$ cat src/core/pin_router_consts.svh
// Register offsets, field positions and reset values of the interrupt pin router.
`ifndef PIN_ROUTER_CONSTS_SVH
`define PIN_ROUTER_CONSTS_SVH

// Register byte addresses on the register bus.
`define ADDR_P1_DATA 8'h00
`define ADDR_P1_FUNC 8'h04
`define ADDR_P2_DATA 8'h08
`define ADDR_P2_FUNC 8'h0C
`define ADDR_CTRL_FOUR 8'h10
`define ADDR_CTRL_FIVE 8'h14
`define ADDR_IF_CFG 8'h18
`define ADDR_FUNC_EN 8'h1C
`define ADDR_KNOCK_CFG0 8'h20
`define ADDR_SUMMARY 8'h24
`define ADDR_BASIC_SRC 8'h28

// Reset value of every routing and control register.
`define ROUTE_RESET 8'h00

// Data and queue routing fields, both pins; the busy bit is pin 2 only.
`define RT_BATCH 6
`define RT_FULL 5
`define RT_OVERRUN 4
`define RT_THRESH 3
`define RT_GYRO 1
`define RT_ACCEL 0
`define RT_P2_BUSY 7

// Function routing fields, both pins.
`define FN_ACT 7
`define FN_STAP 6
`define FN_WU 5
`define FN_FF 4
`define FN_DTAP 3
`define FN_ORIENT 2
`define FN_EMB 1
`define FN_LAST 0

// Control and configuration bits.
`define C4_TEMP 0
`define C4_MERGE 1
`define C5_I3C_PIN 0
`define IF_ACTIVE_LOW 0
`define IF_OPEN_DRAIN 1
`define FE_BASIC 0
`define FE_NO_CLEAR 1
`define FE_HG 2
`define KC_LATCH 0

// Basic event index: free-fall, wake-up, single, double, orientation, activity.
`define EV_FF 0
`define EV_WU 1
`define EV_STAP 2
`define EV_DTAP 3
`define EV_ORIENT 4
`define EV_ACT 5
`define EV_COUNT 6

// Summary register bit positions above the six basic events.
`define SUM_HG 6
`define SUM_EMB 7
`define SUM_HUB 8

`endif

$ cat src/core/pin_router_pkg.sv
// Types of the interrupt pin router.
package pin_router_pkg;

   typedef enum logic [1:0] {
      RESP_OKAY = 2'b00,
      RESP_SLVERR = 2'b10
   } axi_resp_type;

   typedef struct packed {
      logic [7:0] p1_data;
      logic [7:0] p1_func;
      logic [7:0] p2_data;
      logic [7:0] p2_func;
      logic [1:0] ctrl_four;
      logic ctrl_five;
      logic [1:0] if_cfg;
      logic [2:0] func_en;
      logic knock_cfg;
      logic [5:0] latched;
      logic aw_got;
      logic w_got;
      logic [7:0] aw_addr;
      logic [7:0] w_data;
      logic w_lane0;
      logic awready;
      logic wready;
      logic bvalid;
      axi_resp_type bresp;
      logic arready;
      logic rvalid;
      axi_resp_type rresp;
      logic [31:0] rdata;
      logic pin1_level;
      logic pin1_drive_n;
      logic pin2_level;
      logic pin2_drive_n;
   } router_state_type;

endpackage

$ cat src/core/imu_interrupt_pin_router.sv
// Interrupt routing and pin output logic with an AXI4-Lite register slave.
`timescale 1ns/1ps
`include "pin_router_consts.svh"

module imu_interrupt_pin_router
   import pin_router_pkg::*;
(
   // Clock and reset.
   input wire logic clock_in,
   input wire logic reset_n_in,
   // Register bus write channels.
   input wire logic [7:0] s_axi_awaddr_in,
   input wire logic s_axi_awvalid_in,
   output logic s_axi_awready_out,
   input wire logic [31:0] s_axi_wdata_in,
   input wire logic [3:0] s_axi_wstrb_in,
   input wire logic s_axi_wvalid_in,
   output logic s_axi_wready_out,
   output logic [1:0] s_axi_bresp_out,
   output logic s_axi_bvalid_out,
   input wire logic s_axi_bready_in,
   // Register bus read channels.
   input wire logic [7:0] s_axi_araddr_in,
   input wire logic s_axi_arvalid_in,
   output logic s_axi_arready_out,
   output logic [31:0] s_axi_rdata_out,
   output logic [1:0] s_axi_rresp_out,
   output logic s_axi_rvalid_out,
   input wire logic s_axi_rready_in,
   // Basic function conditions, as levels.
   input wire logic [5:0] basic_cond_in,
   // High-g detector levels and sensor state.
   input wire logic hg_wakeup_in,
   input wire logic hg_shock_in,
   input wire logic hg_active_in,
   // Queue flags and data-ready levels.
   input wire logic queue_batch_in,
   input wire logic queue_full_in,
   input wire logic queue_overrun_in,
   input wire logic queue_threshold_in,
   input wire logic gyro_ready_in,
   input wire logic accel_ready_in,
   input wire logic temp_ready_in,
   // Embedded, hub and timestamp levels.
   input wire logic embedded_event_in,
   input wire logic embedded_running_in,
   input wire logic hub_done_in,
   input wire logic time_overflow_in,
   // Serial interface mode.
   input wire logic i3c_mode_in,
   // Interrupt pins, enable low while the pin is driven.
   output logic event_pin_one_out,
   output logic event_pin_one_oe_n_out,
   output logic event_pin_two_out,
   output logic event_pin_two_oe_n_out
);

   router_state_type st_reg;
   router_state_type st_next;

   logic [5:0] basic_gated;
   logic [5:0] basic_route1;
   logic [5:0] basic_route2;
   logic [5:0] basic_eff;
   logic hg_event;
   logic [8:0] summary;
   logic p1_any;
   logic p2_any;
   logic pins_on;
   logic ar_hs;
   logic aw_hs;
   logic w_hs;
   logic wr_go;
   logic clr_latch;
   logic [7:0] rd_addr;

   // Route bit of each basic event in a function routing register.
   localparam int FN_POS [0:5] = '{`FN_FF, `FN_WU, `FN_STAP, `FN_DTAP, `FN_ORIENT, `FN_ACT};

   // Event qualification, routing per event and the pin ORs.
   always_comb begin
      basic_gated = basic_cond_in & {6{st_reg.func_en[`FE_BASIC]}};
      for (int k = 0; k < `EV_COUNT; k++) begin
         basic_route1[k] = st_reg.p1_func[FN_POS[k]];
         basic_route2[k] = st_reg.p2_func[FN_POS[k]];
         // Latched view only when latching is on and the event is routed.
         if (st_reg.knock_cfg && (basic_route1[k] || basic_route2[k])) begin
            basic_eff[k] = st_reg.latched[k];
         end else begin
            basic_eff[k] = basic_gated[k];
         end
      end
      hg_event = (hg_wakeup_in | hg_shock_in) & st_reg.func_en[`FE_HG] & hg_active_in;
      summary = {hub_done_in, embedded_event_in, hg_event, basic_eff};
      // Each pin is the plain OR of its routed sources.
      p1_any = |(basic_eff & basic_route1)
         | (st_reg.p1_func[`FN_EMB] & embedded_event_in)
         | (st_reg.p1_func[`FN_LAST] & hub_done_in)
         | (st_reg.p1_data[`RT_BATCH] & queue_batch_in)
         | (st_reg.p1_data[`RT_FULL] & queue_full_in)
         | (st_reg.p1_data[`RT_OVERRUN] & queue_overrun_in)
         | (st_reg.p1_data[`RT_THRESH] & queue_threshold_in)
         | (st_reg.p1_data[`RT_GYRO] & gyro_ready_in)
         | (st_reg.p1_data[`RT_ACCEL] & accel_ready_in);
      p2_any = |(basic_eff & basic_route2)
         | (st_reg.p2_func[`FN_EMB] & embedded_event_in)
         | (st_reg.p2_func[`FN_LAST] & time_overflow_in)
         | (st_reg.p2_data[`RT_BATCH] & queue_batch_in)
         | (st_reg.p2_data[`RT_FULL] & queue_full_in)
         | (st_reg.p2_data[`RT_OVERRUN] & queue_overrun_in)
         | (st_reg.p2_data[`RT_THRESH] & queue_threshold_in)
         | (st_reg.p2_data[`RT_GYRO] & gyro_ready_in)
         | (st_reg.p2_data[`RT_ACCEL] & accel_ready_in)
         | (st_reg.ctrl_four[`C4_TEMP] & temp_ready_in);
      // Movable pin 2 sources also appear on pin 1 when merged.
      if (st_reg.ctrl_four[`C4_MERGE]) begin
         p1_any = p1_any
            | (st_reg.p2_data[`RT_P2_BUSY] & ~embedded_running_in)
            | (st_reg.p2_func[`FN_LAST] & time_overflow_in)
            | (st_reg.ctrl_four[`C4_TEMP] & temp_ready_in);
      end
      // The busy indication takes pin 2 over entirely.
      if (st_reg.p2_data[`RT_P2_BUSY]) begin
         p2_any = ~embedded_running_in;
      end
      pins_on = ~i3c_mode_in | st_reg.ctrl_five;
   end

   // Bus handshakes and the register decode of a read address.
   assign aw_hs = s_axi_awvalid_in & st_reg.awready;
   assign w_hs = s_axi_wvalid_in & st_reg.wready;
   assign ar_hs = s_axi_arvalid_in & st_reg.arready;
   assign wr_go = st_reg.aw_got & st_reg.w_got & ~st_reg.bvalid;
   assign rd_addr = s_axi_araddr_in;
   assign clr_latch = ar_hs & ((rd_addr == `ADDR_BASIC_SRC)
      | ((rd_addr == `ADDR_SUMMARY) & ~st_reg.func_en[`FE_NO_CLEAR]));

   // Next state: register writes, reads, latches and pin levels.
   always_comb begin
      st_next = st_reg;
      // Write address and data are caught in either order.
      if (aw_hs) begin
         st_next.aw_got = 1'b1;
         st_next.aw_addr = s_axi_awaddr_in;
      end
      if (w_hs) begin
         st_next.w_got = 1'b1;
         st_next.w_data = s_axi_wdata_in[7:0];
         st_next.w_lane0 = s_axi_wstrb_in[0];
      end
      if (wr_go) begin
         st_next.bvalid = 1'b1;
         st_next.bresp = RESP_OKAY;
         st_next.aw_got = 1'b0;
         st_next.w_got = 1'b0;
         if (st_reg.w_lane0) begin
            case (st_reg.aw_addr)
               `ADDR_P1_DATA: st_next.p1_data = st_reg.w_data & 8'h7B;
               `ADDR_P1_FUNC: st_next.p1_func = st_reg.w_data;
               `ADDR_P2_DATA: st_next.p2_data = st_reg.w_data & 8'hFB;
               `ADDR_P2_FUNC: st_next.p2_func = st_reg.w_data;
               `ADDR_CTRL_FOUR: st_next.ctrl_four = st_reg.w_data[1:0];
               `ADDR_CTRL_FIVE: st_next.ctrl_five = st_reg.w_data[0];
               `ADDR_IF_CFG: st_next.if_cfg = st_reg.w_data[1:0];
               `ADDR_FUNC_EN: st_next.func_en = st_reg.w_data[2:0];
               `ADDR_KNOCK_CFG0: st_next.knock_cfg = st_reg.w_data[0];
               default: st_next.bvalid = 1'b1;
            endcase
         end
         case (st_reg.aw_addr)
            `ADDR_P1_DATA, `ADDR_P1_FUNC, `ADDR_P2_DATA, `ADDR_P2_FUNC,
            `ADDR_CTRL_FOUR, `ADDR_CTRL_FIVE, `ADDR_IF_CFG, `ADDR_FUNC_EN,
            `ADDR_KNOCK_CFG0, `ADDR_SUMMARY, `ADDR_BASIC_SRC: st_next.bresp = RESP_OKAY;
            default: st_next.bresp = RESP_SLVERR;
         endcase
      end
      if (st_reg.bvalid && s_axi_bready_in) begin
         st_next.bvalid = 1'b0;
      end
      // A read answers one cycle after its address is taken.
      if (ar_hs) begin
         st_next.rvalid = 1'b1;
         st_next.rresp = RESP_OKAY;
         case (rd_addr)
            `ADDR_P1_DATA: st_next.rdata = {24'h000000, st_reg.p1_data};
            `ADDR_P1_FUNC: st_next.rdata = {24'h000000, st_reg.p1_func};
            `ADDR_P2_DATA: st_next.rdata = {24'h000000, st_reg.p2_data};
            `ADDR_P2_FUNC: st_next.rdata = {24'h000000, st_reg.p2_func};
            `ADDR_CTRL_FOUR: st_next.rdata = {30'h00000000, st_reg.ctrl_four};
            `ADDR_CTRL_FIVE: st_next.rdata = {31'h00000000, st_reg.ctrl_five};
            `ADDR_IF_CFG: st_next.rdata = {30'h00000000, st_reg.if_cfg};
            `ADDR_FUNC_EN: st_next.rdata = {29'h00000000, st_reg.func_en};
            `ADDR_KNOCK_CFG0: st_next.rdata = {31'h00000000, st_reg.knock_cfg};
            `ADDR_SUMMARY: st_next.rdata = {23'h000000, summary};
            `ADDR_BASIC_SRC: st_next.rdata = {26'h0000000, basic_eff};
            default: begin
               st_next.rdata = 32'h00000000;
               st_next.rresp = RESP_SLVERR;
            end
         endcase
      end else if (st_reg.rvalid && s_axi_rready_in) begin
         st_next.rvalid = 1'b0;
      end
      st_next.awready = ~st_next.aw_got & ~st_next.bvalid;
      st_next.wready = ~st_next.w_got & ~st_next.bvalid;
      st_next.arready = ~st_next.rvalid;
      // Latch: a new event wins over a clearing read; unrouting drops it.
      for (int k = 0; k < `EV_COUNT; k++) begin
         st_next.latched[k] = st_reg.knock_cfg & (basic_route1[k] | basic_route2[k])
            & (basic_gated[k] | (st_reg.latched[k] & ~clr_latch));
      end
      // OR first, then gate, then invert for the pin sense.
      st_next.pin1_level = (p1_any & pins_on) ^ st_reg.if_cfg[`IF_ACTIVE_LOW];
      st_next.pin2_level = (p2_any & pins_on) ^ st_reg.if_cfg[`IF_ACTIVE_LOW];
      st_next.pin1_drive_n = st_reg.if_cfg[`IF_OPEN_DRAIN] & ~(p1_any & pins_on);
      st_next.pin2_drive_n = st_reg.if_cfg[`IF_OPEN_DRAIN] & ~(p2_any & pins_on);
   end

   // State register with synchronous reset; every routing bit clears.
   always_ff @(posedge clock_in) begin
      if (!reset_n_in) begin
         st_reg <= '0;
      end else begin
         st_reg <= st_next;
      end
   end

   // Outputs come straight from the state register.
   assign s_axi_awready_out = st_reg.awready;
   assign s_axi_wready_out = st_reg.wready;
   assign s_axi_bvalid_out = st_reg.bvalid;
   assign s_axi_bresp_out = st_reg.bresp;
   assign s_axi_arready_out = st_reg.arready;
   assign s_axi_rvalid_out = st_reg.rvalid;
   assign s_axi_rresp_out = st_reg.rresp;
   assign s_axi_rdata_out = st_reg.rdata;
   assign event_pin_one_out = st_reg.pin1_level;
   assign event_pin_one_oe_n_out = st_reg.pin1_drive_n;
   assign event_pin_two_out = st_reg.pin2_level;
   assign event_pin_two_oe_n_out = st_reg.pin2_drive_n;
endmodule

$ cat config.mk
export PLATFORM = sky130hd
export DESIGN_NAME = imu_interrupt_pin_router
export DESIGN_NICKNAME = d
export VERILOG_FILES = /design/src/core/pin_router_pkg.sv /design/src/core/imu_interrupt_pin_router.sv
export VERILOG_INCLUDE_DIRS = /design/src /design/src/core
export SDC_FILE = /design/constraint.sdc
export NUM_CORES = 1
export LEC_CHECK = 0
export ABC_CLOCK_PERIOD_IN_PS = 3700
export BUFFER_PORTS_ARGS = -buffer_cell sky130_fd_sc_hd__buf_2
export CORE_MARGIN = 2
export CORE_UTILIZATION = 45
export CTS_CLUSTER_SIZE = 16
export DETAILED_ROUTE_END_ITERATION = 10
export PLACE_DENSITY = 0.7
export RECOVER_POWER = 50
export SYNTH_ARGS = -nofsm -noshare
export SYNTH_HDL_FRONTEND = slang
export SYNTH_SLANG_ARGS = --single-unit
$ cat constraint.sdc
create_clock -name clock_in -period 3.7 [get_ports clock_in]
set_input_delay 0.37 -clock clock_in [delete_from_list [all_inputs] [get_ports clock_in]]
set_output_delay 0.37 -clock clock_in [all_outputs]
set_load 0.01 [all_outputs]
---- After elaboration in Yosys (flattened, before gate mapping) ----
Index checks and enable logic that the tools add are counted.
operators by class
  eq/ne operators ......................... 20
  muxes and demuxes ....................... 18
  bitwise logic cells ..................... 102
  reductions and logical operators ........ 29
operators by type and width
  operator                                       number
  one-hot mux 9 bit (11 select lines)            1
  == test 8 x 5 -> 1 bit, second input constant  8
  bitwise AND 1 bit                              51
  == test 8 x 6 -> 1 bit, second input constant  6
  bitwise OR 1 bit                               35
  == test 8 x 4 -> 1 bit, second input constant  4
  AND reduction 3 bit                            9
  OR reduction 11 bit                            2
  bitwise AND 6 bit                              3
  == test 8 x 3 -> 1 bit, second input constant  2
  zero test 8 bit                                2
  two-way mux 1 bit                              13
  OR reduction 6 bit                             2
  NOT 1 bit                                      11
  logical AND 1 bit                              8
  logical OR 1 bit                               6
  two-way mux 2 bit                              3
  two-way mux 3 bit                              1
  XOR 1 bit                                      2
word-level totals
  bits in registers ....................... 108
  input bits .............................. 80
  output and inout port bits .............. 45
  word-level logic and storage cells ...... 196

---- Logic depth before layout (Yosys ltp) ----
  depth after elaboration ................. 20
  gate-level depth with buffers ........... 8
  mapped depth without buffers ............ 5

---- Least setup slack after synthesis ----
No wires, ideal clock.
  path kind ............................... reg2reg
  start ................................... reg st_reg[54] in the netlist's numbering
  end ..................................... reg st_reg (netlist bit basic_route2[0])
  library setup time ...................... 129 ps
  arrival ................................. 1965 ps
  required time ........................... 3571 ps
  path slack .............................. 1606 ps
  cell stages (with the launch flop) ...... 9
  path buffers ............................ 3
  period minus slack after synthesis ...... 2094 ps
  cell sequence ........................... dfxtp_1 or4_4 buf_6 or3_1 buf_6 nor3b_2 buf_6 mux2i_1 nor2_2
between the ends
  longest elaborated chain between the ends .. 2
ends and longest elaborated chain
  what                                  line                             source
  from (decl)                           imu_interrupt_pin_router.sv:58   router_state_type st_reg;
  from (signal assigned)                imu_interrupt_pin_router.sv:224  st_reg <= st_next;
  == test 8 x 4 -> 1 bit                imu_interrupt_pin_router.sv:157  case (st_reg.aw_addr)
  AND reduction 3 bit (no source line)  n/a
Every way passes these cells.
A chain may end at the register's enable or synchronous reset.

---- Worst setup path in the final report ----
  start ................................... reg st_reg[54] in the netlist's numbering
  end ..................................... reg st_reg (netlist bit basic_route2[3])
The elaborated chain is that of the path after synthesis.

==> out/metrics.csv <==
metric,value,unit
clock-sinks,83,
drtPass1Iterations,4,
p_leak,1.66,nW
fin_crit_sh,74.0,%
cp_top_family,simple AND/OR/NAND/NOR gates,
wl_per_cell,15.9,um
worstPathArrival,2940,ps
largest_reg_flops,51,
path_cells,or4_1 -> or3_1 -> nor3b_2 -> mux2i_1 -> nor2_2,
relSlewSlack,3.60,%
slowest_stage,nor3b_2,
core.rowCount,35,
area_growth,8.04,%
fin_area,0.00454,sq mm
path_class,flop to flop,
hold_depth,3,
holdBufCountCts,0,
place_area,0.00438,sq mm
ys_warn_count,0,
ys_async_sr_fraction,0,%
io_pins,125,
crit_path_start_kind,flop,
status,"complete, no violations",
seq_area,0.00166,sq mm
fmax,0.365,GHz
final_nets,625,
die_y,101,um
grt_pass1_wl,16800,um
grt_util_all_layers,21.1,%
initial_core_util,45.9,%
ys_ff_latch,83,
clk_latency,360,ps
crit_required,3900,ps
reg2regPathDepth,5,
drtIter0Drc,197,
core_area,0.00915,sq mm
rsz0062_at_grt,no,
gp_congestion,0.911,
hold_viol,0,
clock_skew,13.1,ps
multiInputGateArea,0.00218,sq mm
drc,0,
drive_gt1_share,15.9,%
grt_antenna_before_repair,0,
crit_path_max_fanout,8,
port_buffers,72,
ys_types,52,
cts.repair.resized,0,
powerDensity,380,mW/mm^2
viasPerCell,5.61,
power,1.73,mW
cts_tree,built,
cts_buffers,9,
fin_worst_hold_slack,243,ps
irDropWorstVdd,0.000199,V
path_buf_inv,0,
grt_pass1_vias,3447,
synth_edf_count,0,
final_antenna_net_count,0,
synth-main-ff-cell,dfxtp_1,
seq_area_frac_synth,39.6,%
dp_slack,1120,ps
critical_path_depth,5,
critPathMaxStageDelay,780,ps
grt_max_degree,67,
die_x,101,um
grt.overflow.total,0,
dp_hpwl,7760,um
final.min_clock_period,2740,ps
finalSetupViolations,0,
vias,3698,
fin_ws,962,ps
finalMaxSlewViolations,0,
htreeDepth,3,
antenna_cells,0,
die_area,0.0101,sq mm
cp-end-kind,flop,
maxCapViolCount,0,
synthCells,503,
cts_root_buf,clkbuf_8,
postCtsSetupRepairBufs,0,
tightestPinTransition,1450,ps
path_clk_slew,90,ps
wirelength,10500,um
finalSetupTns,0,ps
synth_area,0.00420,sq mm
fill_cells,897,
min_path_type,input pin to flop,
clk_path_buf_depth,2,
avgSynthCellArea,8.35,sq um
==> power by group <==
part	internal (mW)	switching, mW
Clock	0.324	0.328
Combinational	0.0487	0.0937
Sequential	0.912	0.0193
Total	1.29	0.441
==> path summary, 6_finish.rpt <==
check | from | slack (ps) | to
worst max-delay path | st_reg[54] | 960 | basic_route2[3]
worst min-delay path | s_axi_awaddr_in[4] | 240 | st_reg[58]
worst max register to register | st_reg[54] | 960 | basic_route2[3]
worst min register to register | st_reg[55] | 460 | st_reg[55]
==> cell usage after synthesis, drive strengths merged, types with 5 or more instances <==
cell type	number	area [sq um]
dfxtp	83	1660
clkbuf	22	82.6
inv	7	26.3
o21ai	22	110
nand4	5	31.3
mux4	6	135
nand2	81	304
o211ai	8	60.1
buf	44	333
a22oi	21	158
a21oi	52	260
nor3	14	81.3
mux2i	29	290
nor2	46	193
nand3	10	50.1
==> per-stage QoR <==
stage / std cells / util, %
2_1_floorplan: 527 / -
3_3_place_gp: 645 / 47.9
3_5_place_dp: 645 / 47.9
4_1_cts: 659 / 49.9
5_1_grt: 659 / 49.6
6_report: 659 / 49.6
==> layer usage <==
metal	vias up	share of wire, %	wire [um]	global-route usage [%]
li1	1811	-	-	-
met1	1734	47	4960	27.6
met2	135	45	4690	34.4
met3	18	5.8	611	5.13
met4	0	1.9	197	6.64
met5	-	0	0	0
==> cell families after synthesis <==
family | synth area share (%)
flip-flops | 39.6
AND/OR/NAND/NOR | 20.6
multiplexers | 10.9
other | 0.0893
buffers and inverters | 10.5
AO/OA/AOI/OAI | 18.4
==> placed cells by master, fill, tap and decap left out, types with 2 or more instances in the layout <==
master,count
or3_1,3
clkbuf_8,10
nor4_1,4
nand2b_1,3
o211ai_1,8
mux4_2,6
nor2b_1,3
nor2_2,8
o21ai_0,22
o2111ai_1,2
a211oi_1,4
a21oi_1,52
mux2_2,3
conb_1,25
nand2_1,81
inv_1,6
dfxtp_1,83
buf_2,51
clkbuf_1,21
a22oi_1,21
and2_0,3
nand3b_1,4
nor2_1,38
a311o_1,2
nor3_1,13
mux2i_1,29
nand3_1,10
nand4_1,5
==> cell type report <==
class / instances / share of cell area (%)
sequential: 83 / 36.6
clock inverter: 4 / 1.13
clock buffer: 10 / 3.03
multi-input combinational: 371 / 48.1
tap: 111 / 3.06
timing repair buffer: 73 / 7.47
inverter: 7 / 0.579
==> worst reg2reg max path, stage by stage, from the launching register on <==
cell and delay [ps]:
dfxtp_1 320, or4_1 640, or3_1 490, nor3b_2 780, mux2i_1 300, nor2_2 50
(Power assumes the default switching activity.)
